## src/mtcs_pkg.sv

```systemverilog
// shared constants and types for the mac transmit control and status block
package mtcs_pkg;
    // register indices; byte address is four times the index
    localparam logic [11:0] TXC_IDX = 12'h070;
    localparam logic [11:0] TXS_IDX = 12'h072;
    localparam logic [11:0] IST_IDX = 12'h080;
    localparam logic [11:0] IMSK_IDX = 12'h081;
    // transmit_control fields
    localparam int TXC_ICMP_B = 8;
    localparam int TXC_TCP_B = 6;
    localparam int TXC_IP_B = 5;
    localparam int TXC_FLUSH_B = 4;
    localparam int TXC_FC_B = 3;
    localparam int TXC_PAD_B = 2;
    localparam int TXC_CRC_B = 1;
    localparam int TXC_EN_B = 0;
    localparam logic [15:0] TXC_WMASK = 16'h017f;
    localparam logic [15:0] TXC_RST = 16'h0000;
    // transmit_status fields
    localparam int TXS_LC_B = 13;
    localparam int TXS_MC_B = 12;
    localparam int FID_W = 6;
    localparam logic [15:0] TXS_RST = 16'h0000;
    // interrupt status / mask fields
    localparam int IRQ_W = 3;
    localparam int IRQ_DONE_B = 0;
    localparam int IRQ_LC_B = 1;
    localparam int IRQ_MC_B = 2;
    localparam logic [IRQ_W-1:0] IRQ_RST = 3'h0;

    typedef enum logic [1:0] {
        MTCS_STOP = 2'b00,
        MTCS_RUN = 2'b01,
        MTCS_DRAIN = 2'b11
    } mtcs_run_t;

    typedef enum logic [2:0] {
        MTCS_SEL_TXC = 3'h0,
        MTCS_SEL_TXS = 3'h1,
        MTCS_SEL_IST = 3'h2,
        MTCS_SEL_IMSK = 3'h3,
        MTCS_SEL_NONE = 3'h4
    } mtcs_sel_t;

    typedef struct packed {
        logic psel;
        logic penable;
        logic pwrite;
        logic [11:0] paddr;
        logic [31:0] pwdata;
        logic [3:0] pstrb;
    } mtcs_apb_req_t;

    typedef struct packed {
        logic pready;
        logic pslverr;
        logic [31:0] prdata;
    } mtcs_apb_rsp_t;

    typedef struct packed {
        logic busy;
        logic done;
        logic late_col;
        logic max_col;
        logic [FID_W-1:0] fid;
    } mtcs_txev_t;

    typedef struct packed {
        logic full_duplex;
        logic rx_over_thresh;
        logic pause_sent;
    } mtcs_fc_in_t;

    typedef struct packed {
        logic icmp_csum_gen_en;
        logic tcp_csum_gen_en;
        logic ip_hdr_csum_gen_en;
        logic tx_queue_flush;
        logic tx_pad_en;
        logic tx_crc_append_en;
        logic tx_running;
        logic tx_start_ok;
        logic pause_req;
        logic backpressure;
    } mtcs_ctl_t;
endpackage

```

## src/mtcs_top.sv

```systemverilog
// transmit control and status registers with run/stop sequencing and flow control
//
// Added by the designer: the APB slave port.
`timescale 1ns/1ps
// Summary of operation
// - icmp checksum insertion enabled by control bit 8, unfragmented frames only
// - tcp checksum insertion enabled by control bit 6
// - ip header checksum insertion enabled by control bit 5
// - while bit 4 is set, queue memory cleared and frame pointer reset
// - flow control in full duplex sends pause when rx buffer nears overflow
// - flow control in half duplex applies back-pressure instead of pause
// - flow control bit clear means no transmit flow control at all
// - padding enable pads packets shorter than 64 bytes
// - crc enable appends a 32-bit crc to every frame
// - transmit enable set puts the transmitter into running state
// - enable cleared: finish current frame, then stop
// - status register holds only the last transmitted frame's outcome
// - late collision flag bit 13 set on late collision
// - maximum collision flag bit 12 set on maximum collision count
// - bits 5-0 name the frame; collision flags belong to it
module mtcs_top
(
    input wire logic core_clk,
    input wire logic rst_b,
    input wire mtcs_pkg::mtcs_apb_req_t apb_i,
    output mtcs_pkg::mtcs_apb_rsp_t apb_o,
    input wire mtcs_pkg::mtcs_txev_t txev_i,
    input wire mtcs_pkg::mtcs_fc_in_t fc_i,
    output mtcs_pkg::mtcs_ctl_t ctl_o,
    output logic irq
);
    import mtcs_pkg::*;

    typedef struct packed {
        logic [15:0] txc;
        logic [15:0] txs;
        logic [IRQ_W-1:0] ist;
        logic [IRQ_W-1:0] imsk;
        mtcs_run_t run;
        logic running;
        logic start_ok;
        logic pause_req;
        logic bp;
        logic thr_prev;
        mtcs_apb_rsp_t rsp;
        logic irq;
    } mtcs_state_t;

    localparam mtcs_state_t ST_RST = '{
        txc: TXC_RST,
        txs: TXS_RST,
        ist: IRQ_RST,
        imsk: IRQ_RST,
        run: MTCS_STOP,
        running: 1'b0,
        start_ok: 1'b0,
        pause_req: 1'b0,
        bp: 1'b0,
        thr_prev: 1'b0,
        rsp: '0,
        irq: 1'b0
    };

    mtcs_state_t s_q;
    mtcs_state_t s_d;

    // index match on the word address; low two address bits ignored
    function automatic mtcs_sel_t reg_sel(input logic [11:0] a);
        logic [9:0] idx;
        idx = a[11:2];
        if (idx == TXC_IDX[9:0])
            return MTCS_SEL_TXC;
        else if (idx == TXS_IDX[9:0])
            return MTCS_SEL_TXS;
        else if (idx == IST_IDX[9:0])
            return MTCS_SEL_IST;
        else if (idx == IMSK_IDX[9:0])
            return MTCS_SEL_IMSK;
        else
            return MTCS_SEL_NONE;
    endfunction

    logic acc;
    logic fin;
    logic rd_fin;
    logic wr_fin;
    mtcs_sel_t sel;
    logic [IRQ_W-1:0] ev;
    logic fc_en;
    logic thr_rise;

    assign acc = apb_i.psel & apb_i.penable;
    assign fin = acc & s_q.rsp.pready;
    assign rd_fin = fin & ~apb_i.pwrite;
    assign wr_fin = fin & apb_i.pwrite;
    assign sel = reg_sel(apb_i.paddr);
    assign fc_en = s_q.txc[TXC_FC_B];
    assign thr_rise = fc_i.rx_over_thresh & ~s_q.thr_prev;

    always_comb
    begin
        s_d = s_q;
        ev = '0;
        // one wait state: the answer is registered in the first access cycle
        s_d.rsp.pready = acc & ~s_q.rsp.pready;
        s_d.rsp.pslverr = 1'b0;
        s_d.rsp.prdata = '0;
        if (acc & ~s_q.rsp.pready)
        begin
            s_d.rsp.pslverr = (sel == MTCS_SEL_NONE);
            case (sel)
                MTCS_SEL_TXC: s_d.rsp.prdata = {16'h0000, s_q.txc};
                MTCS_SEL_TXS: s_d.rsp.prdata = {16'h0000, s_q.txs};
                MTCS_SEL_IST: s_d.rsp.prdata = {29'h0, s_q.ist};
                MTCS_SEL_IMSK: s_d.rsp.prdata = {29'h0, s_q.imsk};
                default: s_d.rsp.prdata = '0;
            endcase
        end

        // writes land only at the completing edge
        if (wr_fin && sel == MTCS_SEL_TXC)
        begin
            if (apb_i.pstrb[0])
                s_d.txc[7:0] = apb_i.pwdata[7:0] & TXC_WMASK[7:0];
            if (apb_i.pstrb[1])
                s_d.txc[15:8] = apb_i.pwdata[15:8] & TXC_WMASK[15:8];
        end
        if (wr_fin && sel == MTCS_SEL_IMSK && apb_i.pstrb[0])
            s_d.imsk = apb_i.pwdata[IRQ_W-1:0];

        // frame completion replaces the whole status word at once
        if (txev_i.done)
        begin
            s_d.txs = TXS_RST;
            s_d.txs[TXS_LC_B] = txev_i.late_col;
            s_d.txs[TXS_MC_B] = txev_i.max_col;
            s_d.txs[FID_W-1:0] = txev_i.fid;
        end

        ev[IRQ_DONE_B] = txev_i.done;
        ev[IRQ_LC_B] = txev_i.done & txev_i.late_col;
        ev[IRQ_MC_B] = txev_i.done & txev_i.max_col;
        // read clears, but an event in the same cycle survives
        if (rd_fin && sel == MTCS_SEL_IST)
            s_d.ist = '0;
        s_d.ist = s_d.ist | ev;

        // graceful stop: a frame already on the wire is never cut short
        case (s_q.run)
            MTCS_STOP:
                if (s_q.txc[TXC_EN_B])
                    s_d.run = MTCS_RUN;
            MTCS_RUN:
                if (!s_q.txc[TXC_EN_B])
                    s_d.run = txev_i.busy ? MTCS_DRAIN : MTCS_STOP;
            MTCS_DRAIN:
                if (!txev_i.busy)
                    s_d.run = MTCS_STOP;
                else if (s_q.txc[TXC_EN_B])
                    s_d.run = MTCS_RUN;
            default:
                s_d.run = MTCS_STOP;
        endcase
        s_d.running = (s_d.run != MTCS_STOP);
        // new frames may start only while running and not flushing
        s_d.start_ok = (s_d.run == MTCS_RUN) & ~s_d.txc[TXC_FLUSH_B];

        // pause is requested once per threshold crossing
        s_d.thr_prev = fc_i.rx_over_thresh;
        if (!fc_en || !fc_i.full_duplex)
            s_d.pause_req = 1'b0;
        else if (thr_rise)
            s_d.pause_req = 1'b1;
        else if (fc_i.pause_sent)
            s_d.pause_req = 1'b0;
        s_d.bp = fc_en & ~fc_i.full_duplex & fc_i.rx_over_thresh;

        s_d.irq = |(s_d.ist & s_d.imsk);
    end

    always_ff @(posedge core_clk or negedge rst_b)
    begin
        if (!rst_b)
            s_q <= ST_RST;
        else
            s_q <= s_d;
    end

    assign apb_o = s_q.rsp;
    assign irq = s_q.irq;
    assign ctl_o.icmp_csum_gen_en = s_q.txc[TXC_ICMP_B];
    assign ctl_o.tcp_csum_gen_en = s_q.txc[TXC_TCP_B];
    assign ctl_o.ip_hdr_csum_gen_en = s_q.txc[TXC_IP_B];
    assign ctl_o.tx_queue_flush = s_q.txc[TXC_FLUSH_B];
    assign ctl_o.tx_pad_en = s_q.txc[TXC_PAD_B];
    assign ctl_o.tx_crc_append_en = s_q.txc[TXC_CRC_B];
    assign ctl_o.tx_running = s_q.running;
    assign ctl_o.tx_start_ok = s_q.start_ok;
    assign ctl_o.pause_req = s_q.pause_req;
    assign ctl_o.backpressure = s_q.bp;
endmodule

```

## config.mk

```make
export PLATFORM = sky130hd
export DESIGN_NAME = mtcs_top
export DESIGN_NICKNAME = d
export VERILOG_FILES = /design/src/mtcs_pkg.sv /design/src/mtcs_top.sv
export SDC_FILE = /design/constraint.sdc
export NUM_CORES = 1
export LEC_CHECK = 0
export BUFFER_PORTS_ARGS = -buffer_cell sky130_fd_sc_hd__buf_2
export CAP_MARGIN = 20
export CORE_AREA = 2 2 85 87
export DETAILED_ROUTE_END_ITERATION = 6
export DIE_AREA = 0 0 87 89
export HOLD_SLACK_MARGIN = 0.06
export PLACE_DENSITY_LB_ADDON = 0.25
export SLEW_MARGIN = 15
export SYNTH_ARGS = -nofsm -noshare
export SYNTH_HDL_FRONTEND = slang
export SYNTH_SLANG_ARGS = --single-unit
```

## constraint.sdc

```tcl
create_clock -name core_clk -period 2.3 [get_ports core_clk]
set_clock_uncertainty 0.1 [all_clocks]
set_input_delay 0.115 -clock core_clk [delete_from_list [all_inputs] [get_ports core_clk]]
set_output_delay 0.115 -clock core_clk [all_outputs]
set_load 0.01 [all_outputs]
```

==> summary.txt, run 1 <==
Status
  – Outcome: finished clean

Logic synthesis
  – Post-Syn Area: 0.00207 mm²
  – Unique masters post-synth: 34
  – Post-synthesis adder-cell area fraction: 0%
  – Synth Warn #: 0
  – Synth Area in Simple Gates: 12.9%
  – Sequential cell area fraction in the yosys report: 50.7%
  – Synth top area cells: dfrtp_1 (51%), buf_4 (17%), mux2_2 (9.8%)
  – EDFF count, synth: 0
  – Post-synth top flop: dfrtp_1
  – Mean Syn Cell Area: 11.9 µm²
  – Compound-Gate Fraction of Synth Area: 3.50%
  – Largest family of logic cells by synthesized area: buffers and inverters
  – Most frequent cell after synthesis: buf_4
  – Yosys top cell area share: 50.7%
  – Synth Area in XOR/XNOR: 0%
  – Mux share of post-synthesis cell area: 14.8%
  – Top cell types by occurrence after synthesis: buf_4 (46), dfrtp_1 (42), mux2_2 (18)
  – Fraction of registers with async set/reset: 100%
  – Leading area contributor after synthesis: dfrtp_1
  – Mapped Cells: 175
  – Flops & latches, synth: 42

Global routing
  – Largest net degree at the start of global routing: 43
  – Global-route wire length before repair: 6580 µm
  – Total gr overflow: 0
  – Vias in the first global route: 1333
  – All-Layer GR Usage: 11.5%
  – Initial antenna violation count: 0

Drt
  – Vias: 1363
  – Detail Route Antenna Nets: 0
  – TritonRoute pass-1 iters: 4
  – DRT iter0 DRCs: 72
  – Wire per inst: 13.4 µm
  – Vias per inst: 4.26
  – DRC Markers: 0
  – Detailed-route wire length: 4290 µm

Setup path
  – Worst reg-to-reg path cell count: 4
  – Worst setup path startpoint: apb_o[33]
  – Critical path's slowest cell: dlygate4sd3_1
  – Critical path type: reg -> reg
  – Worst Setup Start Kind: flip-flop
  – RR Startpoint: apb_o[33]
  – Max incr delay on CP: 0.56 ns
  – R2r setup slk: 0.46 ns
  – Crit. End Element: flip-flop
  – CP delay by family, top: buffers and inverters
  – Critical path fanouts, max: 4
  – Buf/Inv on CP: 1
  – RR Endpoint: ctl_o[9]
  – CP required: 2.37 ns
  – Worst path arrival time: 1.92 ns
  – Crit-path cells: and4_1 -> nand4_1 -> mux2_2 -> dlygate4sd3_1

Placement
  – Gpl congestion: 0.771
  – Dpl cells: 290
  – Buffers on Ports: 60
  – Pre-CTS setup slack: 0.420 ns

Die
  – Die Span X: 87 µm
  – Initial core utilization: 30.9%
  – FP Rows: 30
  – Die height: 89 µm
  – Core area: 0.00672 mm²
  – Die area: 0.00774 mm²
  – Top-level I/O count: 111

Finish
  – Final non-filler cell total: 320
  – Nets@finish: 305
  – P&R area growth vs syn: 21.7%
  – Fill count: 691
  – Share of layout cells above drive strength 1: 38.3%
  – # diodes: 0

Hold path
  – Worst hold stages: 3
  – Hold worst-path end: apb_o[32]
  – Worst hold path type: in -> reg
  – Hold Startpoint: apb_i[50]

Power
  – Pwr Density: 559 mW/mm²
  – Maximum VDD drop: 260 µV
  – Pleak: 1.33 nW

STA
  – Slew margin rel.: 37.4%
  – Setup WS post-layout: 0.458 ns
  – Final Critical Period: 1.84 ns
  – Setup TNS: 0 ns
  – Final setup viols: 0
  – Period Utilization, post-route: 80.1%
  – Worst-margin pin slew: 0.940 ns
  – Final hold viol count: 0
  – Max Fclk: 543 MHz
  – RSZ-0062 raised after global routing: no
  – Slew Limit Fails: 0

Clock tree
  – Root Buffer: clkbuf_8
  – Hold-fix buffers, CTS: 22
  – Num CTS Buffers: 5
  – Clk slew on worst S/H paths: 0.08 ns
  – CTS Sinks: 42
  – Latest clock arrival within the worst-skew pair: 0.29 ns
  – Post_cts resized: 0
  – Post-CTS setup buffers: 0
  – CTS tree: yes
  – H-tree lvl count: 2
  – Longest Clk Path Bufs: 2

Flow run
  – MaxCap Viol Count: 0
[worst max path at each step]
stage,end,slack [ns],depth (start not counted)
after CTS,ctl_o[9],0.48,4
after global routing,ctl_o[9],0.40,4
final,ctl_o[9],0.46,4
after floorplan,ctl_o[2],0.69,5
after detailed placement,ctl_o[2],0.42,6
after global placement,ctl_o[2],0.42,6
[state kept, by name (all words and copies together), names as in the netlist]
signal,flops
ctl_o,10
s_q,18
irq,1
fc_en,1
apb_o,12
[routing by layer]
metal	global-route usage [%]	vias to the layer above	part of all wire, %
met5	0	-	0
met4	3.84	0	0.58
met3	2.77	2	5.4
met2	19.1	53	49
met1	14.8	649	45
li1	-	659	-
[where the power goes]
part | switching (mW) | leakage, nW | internal, mW
combinational | 0.0780 | 0.737 | 0.0739
clock | 0.253 | 0.0482 | 0.243
sequential | 0.00806 | 0.549 | 0.755
total | 0.339 | 1.33 | 1.07
[per-stage QoR]
step | util, % | total power [mW] | hold WS [ns] | instance area [µm²]
6_report | 37.6 | 1.41 | 0.101 | 2520
5_1_grt | 37.6 | 1.49 | 0.122 | 2520
4_1_cts | 37.6 | 1.44 | 0.0920 | 2520
3_5_place_dp | 32.9 | 0.905 | 0.146 | 2210
3_3_place_gp | 32.9 | 0.902 | 0.139 | 2210
2_1_floorplan | - | 0.870 | -0.281 | 2150
[cell families (layout without fill, tap and decap cells)]
family,count (synthesis),in the layout
AND/OR/NAND/NOR,40,40
buffers and inverters,53,97
multiplexers,28,28
other,1,22
flip-flops,42,42
AO/OA/AOI/OAI,11,11
[worst min-delay path, delay by kind of cell]
family,cells,cell delay (ns)
buf+inv,1,0.11
simple gates,2,0.23
[cell type report]
class | instances | area [µm²] | area share, %
sequential | 42 | 1050 | 41.6
clock inverter | 1 | 5.00 | 0.198
multi-input combinational | 101 | 731 | 29.0
tap | 80 | 100 | 3.97
clock buffer | 7 | 86.3 | 3.42
inverter | 6 | 22.5 | 0.892
timing repair buffer | 83 | 528 | 20.9
[layout by cell type (no fill, tap or decap), drive strengths merged, types with 5 or more instances in the layout]
cell type,netlist,final
buf,46,61
dfrtp,42,42
conb,1,22
dlygate4sd3,0,22
mux2,19,19
mux2i,9,9
nor2,9,9
clkbuf,1,7
inv,6,6
nand2,5,5
Power figures use the tool's default switching activity.
==> inputs of run 2 (changes only) <==
==> constraint.sdc (replaced) <==
create_clock -name core_clk -period 1.7 [get_ports core_clk]
set_clock_uncertainty 0.1 [all_clocks]
set_input_delay 0.085 -clock core_clk [delete_from_list [all_inputs] [get_ports core_clk]]
set_output_delay 0.085 -clock core_clk [all_outputs]
set_load 0.01 [all_outputs]
==> run 2 against run 1 <==
Compared with the run above: clock-buffer cell count unchanged; first-iteration DRC count down 29%; sequential cell count unchanged; via count up 3.7%; power up 36%; final cell count up 4.1%; sequential share of layout area down 1.8 points; clock power up 35%.
==> summary.txt, run 2 (same netlist as run 1, synthesis figures left out) <==
Global routing
  – Global-route wire length before repair: 6720 µm
  – Vias in the first global route: 1369
  – Initial antenna violation count: 0
  – Total gr overflow: 0
  – All-Layer GR Usage: 11.8%
  – Largest net degree at the start of global routing: 21

Status
  – Outcome: finished clean

Power
  – Reg power frac: 53.7%
  – Pwr Density: 728 mW/mm²
  – Pleak: 1.40 nW
  – Sw Ratio: 24.0%
  – Maximum VDD drop: 311 µV
  – Logic gate share of total power: 11.4%
  – Internal: 1.46 mW
  – Clock network fraction of total power: 34.9%
  – Switching power: 0.460 mW

Clock tree
  – H-tree lvl count: 2
  – Longest Clk Path Bufs: 2
  – Clk slew on worst S/H paths: 0.08 ns
  – Root Buffer: clkbuf_8
  – Num CTS Buffers: 5
  – Post-CTS setup buffers: 0
  – CTS tree: yes
  – Latest clock arrival within the worst-skew pair: 0.29 ns
  – CTS Sinks: 42

Finish
  – Nets@finish: 318
  – Commonest non-fill, non-tap cell in the layout: buf_2
  – # diodes: 0
  – Fill count: 679
  – Register Area: 0.00105 mm²
  – Share of layout cells above drive strength 1: 41.5%
  – Max FFs per register: 18
  – P&R area growth vs syn: 27.3%
  – Most frequent cells in the layout: buf_2 (59), dfrtp_1 (42), dlygate4sd3_1 (24)
  – Top reg by flops: s_q
  – Fin util: 39.3%
  – Area of the multi-input gates: 742 µm²

Drt
  – Wire per inst: 13.2 µm
  – TritonRoute pass-1 iters: 4
  – DRT iter0 DRCs: 51
  – Vias per inst: 4.24
  – DRC Markers: 0
  – Detail Route Antenna Nets: 0
  – Detailed-route wire length: 4390 µm
  – Vias: 1413

STA
  – Period Utilization, post-route: 93.7%
  – Max Fclk: 628 MHz
  – Slew Limit Fails: 0
  – RSZ-0062 raised after global routing: no
  – Final setup viols: 0
  – Setup WS post-layout: 0.107 ns
  – Final Critical Period: 1.59 ns
  – Setup TNS: 0 ns
  – Final hold viol count: 0

Placement
  – Pre-CTS setup slack: -0.0148 ns
  – Buffers on Ports: 60
  – HPWL after detailed placement: 3360 µm
  – Gpl congestion: 0.765

Setup path
  – Critical path type: in -> reg
  – Worst Setup Start Kind: primary input
  – Worst path arrival time: 1.68 ns
  – CP required: 1.78 ns
  – Crit. End Element: flip-flop
  – Critical path fanouts, max: 3

Die
  – Die Span X: 87 µm
  – Die height: 89 µm
  – Core area: 0.00672 mm²
  – FP Rows: 30
  – Top-level I/O count: 111
  – Initial core utilization: 30.9%
  – Die area: 0.00774 mm²

Hold path
  – Worst hold path type: in -> reg

Flow run
  – MaxCap Viol Count: 0
## run 2: cell count changes in the layout (fill, tap and decap cells not counted), sizes merged
cell         delta
buf            +11
dlygate4sd3     +2
## run 2: power groups by stage
stage / combinational (mW) / sequential, mW / clock [mW]
CTS: 0.223 / 1.03 / 0.699
finish: 0.220 / 1.03 / 0.670
detailed placement: 0.181 / 1.05 / 0
global route: 0.246 / 1.04 / 0.747
floorplan: 0.128 / 1.05 / 0
global placement: 0.178 / 1.05 / 0
## run 2: layout make-up
type,instances,share of cell area (%)
Sequential cell,42,39.8
Multi-Input combinational cell,101,28.1
Timing Repair Buffer,96,24.0
Tap cell,80,3.79
Clock buffer,7,3.27
Inverter,6,0.853
Clock inverter,1,0.190
## run 2: worst max-delay path, cell delays in order
cell,delay (ns)
dlygate4sd3_1,0.57
and4_4,0.24
nand4_1,0.18
mux2_4,0.37
a22oi_2,0.15
nand2_1,0.07
## run 2: final timing paths
check	slack, ns	from	to	depth (start not counted)
max in group asynchronous	0.80	rst_b	s_q[43]	3
worst max register to register	0.12	apb_o[33]	irq	5
worst max-delay path	0.11	apb_i[50]	irq	6
worst min register to register	0.36	s_q[41]	ctl_o[3]	1
min in group asynchronous	0.16	rst_b	ctl_o[0]	2
worst min-delay path	0.07	apb_i[49]	apb_o[33]	3
## run 2: repair_timing
| action | CTS | global route |
|---|---|---|
| endpoints found under the setup margin | 0 | 1 |
| gates resized for setup | 0 | 3 |
| endpoints found under the hold margin | 72 | 0 |
| hold buffers | 24 | 0 |
## run 2: routing by layer
metal	up-vias	GRT usage [%]	share of wire, %
li1	689	-	-
met1	666	14.9	45
met2	53	19.0	47
met3	5	3.32	5.9
met4	0	4.69	1.2
met5	-	0	0
## run 2: stage by stage
stage | power, mW | instance area, µm² | hold slack [ns] | std cells
after floorplan | 1.18 | 2150 | -0.311 | 196
after global placement | 1.23 | 2300 | -0.0375 | 302
after detailed placement | 1.23 | 2300 | -0.0399 | 302
after CTS | 1.95 | 2630 | 0.0679 | 334
after global routing | 2.03 | 2640 | 0.0841 | 333
final | 1.92 | 2640 | 0.0683 | 333
